<file path="config.mk">
export PLATFORM = sky130hd
export DESIGN_NAME = rfl_irq_flags
export DESIGN_NICKNAME = d
export VERILOG_FILES = /design/src/pkg/rfl_pkg.sv /design/src/logic/rfl_irq_flags.sv
export SDC_FILE = /design/constraint.sdc
export NUM_CORES = 1
export LEC_CHECK = 0
export ABC_AREA = 1
export BUFFER_PORTS_ARGS = -buffer_cell sky130_fd_sc_hd__buf_2
export CAP_MARGIN = 40
export CORE_UTILIZATION = 51
export CTS_BUF_LIST = sky130_fd_sc_hd__clkbuf_4
export CTS_CLUSTER_DIAMETER = 60
export DETAILED_ROUTE_END_ITERATION = 12
export PLACE_DENSITY = 0.78
export SETUP_SLACK_MARGIN = 0.3
export SLEW_MARGIN = 20
export SYNTH_ARGS = -nofsm -noshare
export SYNTH_HDL_FRONTEND = slang
export SYNTH_SLANG_ARGS = --single-unit
</file>
<file path="constraint.sdc">
create_clock -name clk -period 1.7 [get_ports clk]
set_clock_uncertainty 0.2 [all_clocks]
set_input_delay 0.255 -clock clk [delete_from_list [all_inputs] [get_ports clk]]
set_output_delay 0.255 -clock clk [all_outputs]
set_load 0.1 [all_outputs]
</file>
<file path="src/pkg/rfl_pkg.sv">
`default_nettype none
package rfl_pkg;

   // Register bus shape
   localparam int ADDR_W = 8;
   localparam int DATA_W = 8;

   // Register offsets
   localparam logic [ADDR_W-1:0] OFF_IRQ_ENABLE_CLEAR = 8'h06;
   localparam logic [ADDR_W-1:0] OFF_IRQ_ENABLE_SET   = 8'h07;
   localparam logic [ADDR_W-1:0] OFF_IRQ_FLAGS        = 8'h08;
   localparam logic [ADDR_W-1:0] OFF_SYNC_STATUS      = 8'h0A;

   // Field positions, shared by enable and flag registers; BIT_SYNC_BUSY is in the sync status register
   localparam int BIT_OVERFLOW  = 7;
   localparam int BIT_SYNC_DONE = 6;
   localparam int BIT_CMP_ONE   = 1;
   localparam int BIT_CMP_ZERO  = 0;
   localparam int BIT_ALARM     = 0;
   localparam int BIT_SYNC_BUSY = 7;

   // Implemented bits per counter mode
   localparam logic [DATA_W-1:0] MASK_COUNT32  = 8'hC1;
   localparam logic [DATA_W-1:0] MASK_COUNT16  = 8'hC3;
   localparam logic [DATA_W-1:0] MASK_CALENDAR = 8'hC1;
   localparam logic [DATA_W-1:0] MASK_NONE     = 8'h00;

   localparam logic [DATA_W-1:0] RESET_BYTE = 8'h00;

   typedef enum logic [1:0] {
      MODE_COUNT32  = 2'b00,
      MODE_COUNT16  = 2'b01,
      MODE_CALENDAR = 2'b10,
      MODE_RESERVED = 2'b11
   } rfl_mode_type;

   typedef enum logic [1:0] {
      SYNC_IDLE  = 2'b00,
      SYNC_BUSY  = 2'b01,
      SYNC_QUIET = 2'b10
   } rfl_sync_type;

   typedef struct packed {
      logic [ADDR_W-1:0] addr;
      logic [DATA_W-1:0] wdata;
      logic              wr;
      logic              rd;
   } rfl_bus_req_type;

   typedef struct packed {
      logic overflow;
      logic compare_zero_match;
      logic compare_one_match;
      logic alarm_zero_match;
   } rfl_events_type;

   typedef struct packed {
      logic start;
      logic quiet;
      logic complete;
   } rfl_sync_req_type;

   typedef struct packed {
      logic [DATA_W-1:0] enable;
      logic [DATA_W-1:0] flags;
      logic [DATA_W-1:0] pending;
      rfl_sync_type      sync;
      logic              busy;
      logic [DATA_W-1:0] rdata;
      logic              irq;
   } rfl_state_type;

endpackage
`default_nettype wire

</file>
<file path="src/logic/rfl_irq_flags.sv">
// Decided for this implementation: the plain strobed port.
`timescale 1ns/1ps
`default_nettype none
module rfl_irq_flags (
   // Clock and reset
   input  wire  logic                      clk,
   input  wire  logic                      resetn,
   // Counter mode and counter-clock tick
   input  wire  logic [1:0]                counter_mode,
   input  wire  logic                      counter_tick,
   // Events from the counter datapath
   input  wire  rfl_pkg::rfl_events_type   events,
   // Synchronizer handshake
   input  wire  rfl_pkg::rfl_sync_req_type sync_req,
   // Register port
   input  wire  rfl_pkg::rfl_bus_req_type  bus_req,
   output logic [rfl_pkg::DATA_W-1:0]      bus_rdata,
   // Status and interrupt
   output logic                            sync_busy_bit,
   output logic                            irq
);
   import rfl_pkg::*;

   rfl_state_type     state_reg;
   rfl_state_type     state_next;
   rfl_mode_type      mode;
   logic [DATA_W-1:0] mask;
   logic [DATA_W-1:0] event_vec;
   logic [DATA_W-1:0] set_vec;
   logic [DATA_W-1:0] flag_clear;
   logic [DATA_W-1:0] enable_set;
   logic [DATA_W-1:0] enable_clear;
   logic [DATA_W-1:0] status_view;
   logic              sync_done_set;

   assign mode = rfl_mode_type'(counter_mode);

   // Bits present in the active layout
   always_comb begin
      case (mode)
         MODE_COUNT32:  mask = MASK_COUNT32;
         MODE_COUNT16:  mask = MASK_COUNT16;
         MODE_CALENDAR: mask = MASK_CALENDAR;
         default:       mask = MASK_NONE;
      endcase
   end

   // Map datapath events onto the flag layout of the active mode
   always_comb begin
      event_vec = RESET_BYTE;
      event_vec[BIT_OVERFLOW] = events.overflow;
      case (mode)
         MODE_COUNT32: begin
            event_vec[BIT_CMP_ZERO] = events.compare_zero_match;
         end
         MODE_COUNT16: begin
            event_vec[BIT_CMP_ZERO] = events.compare_zero_match;
            event_vec[BIT_CMP_ONE]  = events.compare_one_match;
         end
         MODE_CALENDAR: begin
            event_vec[BIT_ALARM] = events.alarm_zero_match;
         end
         default: begin
            event_vec = RESET_BYTE;
         end
      endcase
   end

   // Write decode: only ones act, zeros leave bits alone
   always_comb begin
      enable_set   = RESET_BYTE;
      enable_clear = RESET_BYTE;
      flag_clear   = RESET_BYTE;
      if (bus_req.wr) begin
         case (bus_req.addr)
            OFF_IRQ_ENABLE_SET:   enable_set   = bus_req.wdata & mask;
            OFF_IRQ_ENABLE_CLEAR: enable_clear = bus_req.wdata & mask;
            OFF_IRQ_FLAGS:        flag_clear   = bus_req.wdata & mask;
            default:              flag_clear   = RESET_BYTE;
         endcase
      end
   end

   assign status_view = {state_reg.busy, 7'h00};

   always_comb begin
      state_next    = state_reg;
      sync_done_set = 1'b0;

      // Sync busy tracking; a quiet sync came from enable or software reset
      case (state_reg.sync)
         SYNC_IDLE: begin
            if (sync_req.start) begin
               state_next.sync = sync_req.quiet ? SYNC_QUIET : SYNC_BUSY;
            end
         end
         SYNC_BUSY: begin
            if (sync_req.complete) begin
               state_next.sync = SYNC_IDLE;
               sync_done_set   = 1'b1;
            end
         end
         SYNC_QUIET: begin
            if (sync_req.complete) begin
               state_next.sync = SYNC_IDLE;
            end
         end
         default: begin
            state_next.sync = SYNC_IDLE;
         end
      endcase
      state_next.busy = (state_next.sync != SYNC_IDLE);

      // Events wait for the next counter tick; an event seen on a tick
      // belongs to that tick's cycle and so lands on the following one
      if (counter_tick) begin
         set_vec            = state_reg.pending & mask;
         state_next.pending = event_vec;
      end else begin
         set_vec            = RESET_BYTE;
         state_next.pending = state_reg.pending | event_vec;
      end
      set_vec[BIT_SYNC_DONE] = set_vec[BIT_SYNC_DONE] | sync_done_set;

      // Set is applied after clear so a colliding event is never lost
      state_next.flags = ((state_reg.flags & ~flag_clear) | set_vec)
                         & mask;

      // One enable store behind both set and clear addresses
      state_next.enable = ((state_reg.enable | enable_set) & ~enable_clear)
                          & mask;

      // Registered request follows flags and enables of the same edge
      state_next.irq = |(state_next.flags & state_next.enable);

      // Read data stands only in the cycle after the strobe
      state_next.rdata = RESET_BYTE;
      if (bus_req.rd) begin
         case (bus_req.addr)
            OFF_IRQ_ENABLE_SET: begin
               state_next.rdata = state_reg.enable & mask;
            end
            OFF_IRQ_ENABLE_CLEAR: begin
               state_next.rdata = state_reg.enable & mask;
            end
            OFF_IRQ_FLAGS: begin
               state_next.rdata = state_reg.flags & mask;
            end
            OFF_SYNC_STATUS: begin
               state_next.rdata = status_view;
            end
            default: begin
               state_next.rdata = RESET_BYTE;
            end
         endcase
      end
   end

   always_ff @(posedge clk) begin
      if (!resetn) begin
         state_reg.enable  <= RESET_BYTE;
         state_reg.flags   <= RESET_BYTE;
         state_reg.pending <= RESET_BYTE;
         state_reg.sync    <= SYNC_IDLE;
         state_reg.busy    <= 1'b0;
         state_reg.rdata   <= RESET_BYTE;
         state_reg.irq     <= 1'b0;
      end else begin
         state_reg <= state_next;
      end
   end

   assign bus_rdata     = state_reg.rdata;
   assign sync_busy_bit = state_reg.busy;
   assign irq           = state_reg.irq;

endmodule // rfl_irq_flags
`default_nettype wire

</file>
Yosys cells after proc, flatten, opt, wreduce, memory -nomap -nowiden
Cells that the tools add are included.

Equality and inequality tests: 8. Muxes and demuxes: 19. Bitwise gates (word level): 15. Reductions and logical operators: 10.

Operators by type and width (count): bitwise AND 8 bit (9); two-way mux 8 bit (8); OR 8 bit (3); case mux 8 bit (3 select lines) (1); equality test 8 x 3 -> 1 bit, second input constant (2); equality test 8 x 4 -> 1 bit, second input constant (2); inverter 8 bit (2); case mux 8 bit (2 select lines) (1); OR reduction 2 bit (4); OR reduction 8 bit (1); two-way mux 2 bit (3); two-way mux 6 bit (1); equality test 2 x 1 -> 1 bit, second input constant (2); equality test 2 bit, second input constant (2); zero test 2 bit (2); case mux 2 bit (2 select lines) (1); two-way mux 1 bit (3); OR reduction 3 bit (1); case mux 1 bit (2 select lines) (1); AND reduction 2 bit (1); nonzero test 2 bit (1); OR 1 bit (1).

Bits in registers: 36. Input bits: 30. Output and inout port bits: 10. Logic and storage cells: 59.

Longest topological paths before layout
Depth in word-level cells: 12. Depth in mapped cells: 11. Mapped depth without buffers: 11.

Least setup slack after synthesis
Ideal clock, no wire load.

Path type: reg2reg. Start: reg state_reg (netlist bit sync_busy_bit). End: reg state_reg (netlist bit bus_rdata[7]). Data arrival time: 1.163 ns. Required time: 1.426 ns. Setup slack: 0.263 ns. Stages on the path, launching flop included: 3. Path buffers: 0. Clock period less this slack: 1.437 ns. Cells stage by stage: dfxtp_1 -> nand4_1 -> o21ai_0.

Word-level cells in the longest chain between the ends: 1.

Ends and longest elaborated chain: start: declaration (RTL line rfl_irq_flags.sv:24) `rfl_state_type state_reg;`; start signal: assignment (RTL line rfl_irq_flags.sv:169) `state_reg <= state_next;`; case mux 8 bit (3 select lines) (RTL line rfl_irq_flags.sv:139) `case (bus_req.addr)`.

Every way passes these cells. A chain may end at the register's enable or synchronous reset.

Worst setup path in the final report
Start: reg state_reg (netlist bit bus_rdata[7]). End: out bus_rdata[7] in the netlist's numbering.

RTL lines: end: declaration (RTL line rfl_irq_flags.sv:17) `output logic [rfl_pkg::DATA_W-1:0] bus_rdata,`.

No word-level cell between the ends.

==> metrics.cfg <==
[setup_path]
worst-path-max-fanout=1
required_ps=1240
cp.arrival_ps=910
crit_family=flip-flops
end_kind=output port
cp_slowest_cell=dfxtp_1
crit_buf_inv=1
worstPathCellList=buf_4
path_class=flip-flop to output port
r2r_cells=6
cp-start-kind=flip-flop
path_depth=1
slowest_delay_ps=330

[drt]
via_per_inst=4.78
drcViolationCount=0
num_vias=1161
wl_um=2480
dr.pass1.iters=5
antenna_left=0
first_iter_violations=21
avgRoutedWirePerCell_um=10.2

[clocking]
htreeDepth=1
cts_tree=done
cts_sinks=19
clk_latency_ps=300
clk_pin_slew_ps=110
cts_max_path_buffers=2
cts-root-buf=clkbuf_4
numCtsBuffers=3

[layout]
nets=250
areaGrowthSynthToFinish_pct=21.1
largest_register_ffs=13
design_area_um2=1410
diodes=0
layout-drive-gt1-share=0.273

[pwr]
p_leak_nw=0.779
clockPowerShare=0.251
p_int_uw=621
seqPwrFrac=0.509
swShare=0.331
pwr-share-comb=0.240
power.density_nw_per_um2=656
irDropWorstVdd_mv=0.644
switchingPower_uw=307

[min_path]
whs_path_depth=3
hp-class=input port to flip-flop

[logic_synthesis]
ys_ff_latch=19
yosys.cell_types.count=26
yosys_most_used_dff=dfxtp_1
postSynthCellCount=183
ys_seq_area_frac=0.326
syn_avg_cell_area_um2=6.38
synth_area_um2=1170
yosys.area.top_type_share=0.326
synth_top_cells_by_area=dfxtp_1, nand2_1, inv_1
yosysTopAreaCell=dfxtp_1
async_flop_share=0
ys_warn_count=0
synth_edf_count=0

[floorplanning]
initial_core_util=0.566
die_width_um=49.8
die_y_um=49.8
row_count=16
ios=40
core_area_um2=2060
die_area_um2=2480

[place]
portBuffers=31
pre_cts_ws_ps=92.6
dp_hpwl_um=2040
post_dp_cell_area_um2=1310
gp_congestion=0.917

[run]
max-cap-violations=0

[timing]
rsz0062_at_grt=no
timing.final.crit_share=0.802
fmax_ghz=0.733
fin_tns_setup_ps=0
hold_ws_ps=24.1
final-setup-viol-count=0
final-max-slew-violation-count=0
min_period_ps=1360
worst_slack_ps=337
hold_viol=0

[grt]
grt_usage=0.219
grt_pass1_vias=1109
antenna_found_initial=0
gr-total-overflow=0
grt_start_max_net_pins=12
grt_pass1_wl_um=4200

[outcome]
outcome=completed

## metrics by stage
| step | total power [mW] | instances | utilization |
|---|---|---|---|
| after global placement | 0.674 | 236 | 0.637 |
| after global routing | 0.978 | 243 | 0.686 |
| after floorplan | 0.626 | 186 | - |
| after CTS | 0.918 | 242 | 0.668 |
| after detailed placement | 0.682 | 236 | 0.637 |
| final | 0.928 | 243 | 0.686 |
## per-layer routing
layer / vias to the layer above / part of all wire / routed length, µm / GRT usage
li1: 619 / - / - / -
met1: 502 / 0.46 / 1140 / 0.263
met2: 35 / 0.48 / 1190 / 0.403
met3: 5 / 0.046 / 115 / 0.0216
met4: 0 / 0.013 / 31 / 0.0714
met5: - / 0 / 0 / 0
## cells by family after synthesis
| logic type | after synthesis | synth area share |
|---|---|---|
| other | 1 | 0.00321 |
| AO/OA/AOI/OAI | 17 | 0.0975 |
| adder cells (fa/ha/maj) | 3 | 0.0322 |
| AND/OR/NAND/NOR | 101 | 0.380 |
| flip-flops | 19 | 0.326 |
| buffers and inverters | 42 | 0.161 |
## power groups by stage
stage	Clock, mW	Combinational, mW	Sequential [mW]
after detailed placement	0	0.201	0.480
final	0.233	0.222	0.472
after global placement	0	0.194	0.480
after CTS	0.239	0.208	0.471
after floorplan	0	0.127	0.499
after global routing	0.260	0.244	0.474
## cell usage after synthesis, types with 2 or more instances
master / instances
ha_1: 3
dfxtp_1: 19
buf_4: 8
nand2_2: 3
inv_1: 29
nor2_2: 2
nand3_1: 13
nor2_4: 2
nor2_1: 24
inv_2: 4
nand2_1: 52
o21ai_0: 5
a211oi_1: 2
a21oi_1: 5
## worst paths after layout
path	start	to	slack [ps]
worst max-delay path	bus_rdata[7]$_SDFF_PN0_	bus_rdata[7]	340
worst min-delay path	sync_req[0]	state_reg[26]$_SDFF_PN0_	20
worst max register to register	state_reg[11]$_SDFF_PN0_	sync_busy_bit$_SDFF_PN0_	370
worst min register to register	state_reg[34]$_SDFF_PN0_	bus_rdata[6]$_SDFF_PN0_	260
## cell usage in the layout, fill, tap and decap left out, drive strengths merged, types with 2 or more instances in the layout
cell type / count
o211ai: 2
nand3: 14
a21oi: 5
a211oi: 2
conb: 4
ha: 3
dfxtp: 19
nor2: 28
o21ai: 5
dlygate4sd3: 2
clkbuf: 3
buf: 33
nand2: 56
inv: 33
## area by class of cell
cell class,instances,area (µm²)
inverters,33,124
repair buffers,35,216
clock inverters,1,5.00
fillers,188,648
flip-flops and latches,19,384
multi-input cells,125,628
well taps,27,33.8
clock buffers,3,22.5
## what timing repair did
action / CTS / global route
buffers inserted: 0 / 1
endpoints found under the setup margin: 8 / 5
gates resized for setup: 10 / 8
hold endpoints to repair: 2 / 0
hold buffers: 2 / 0
pin swaps: 0 / 6
Power figures use the tool's default switching activity.
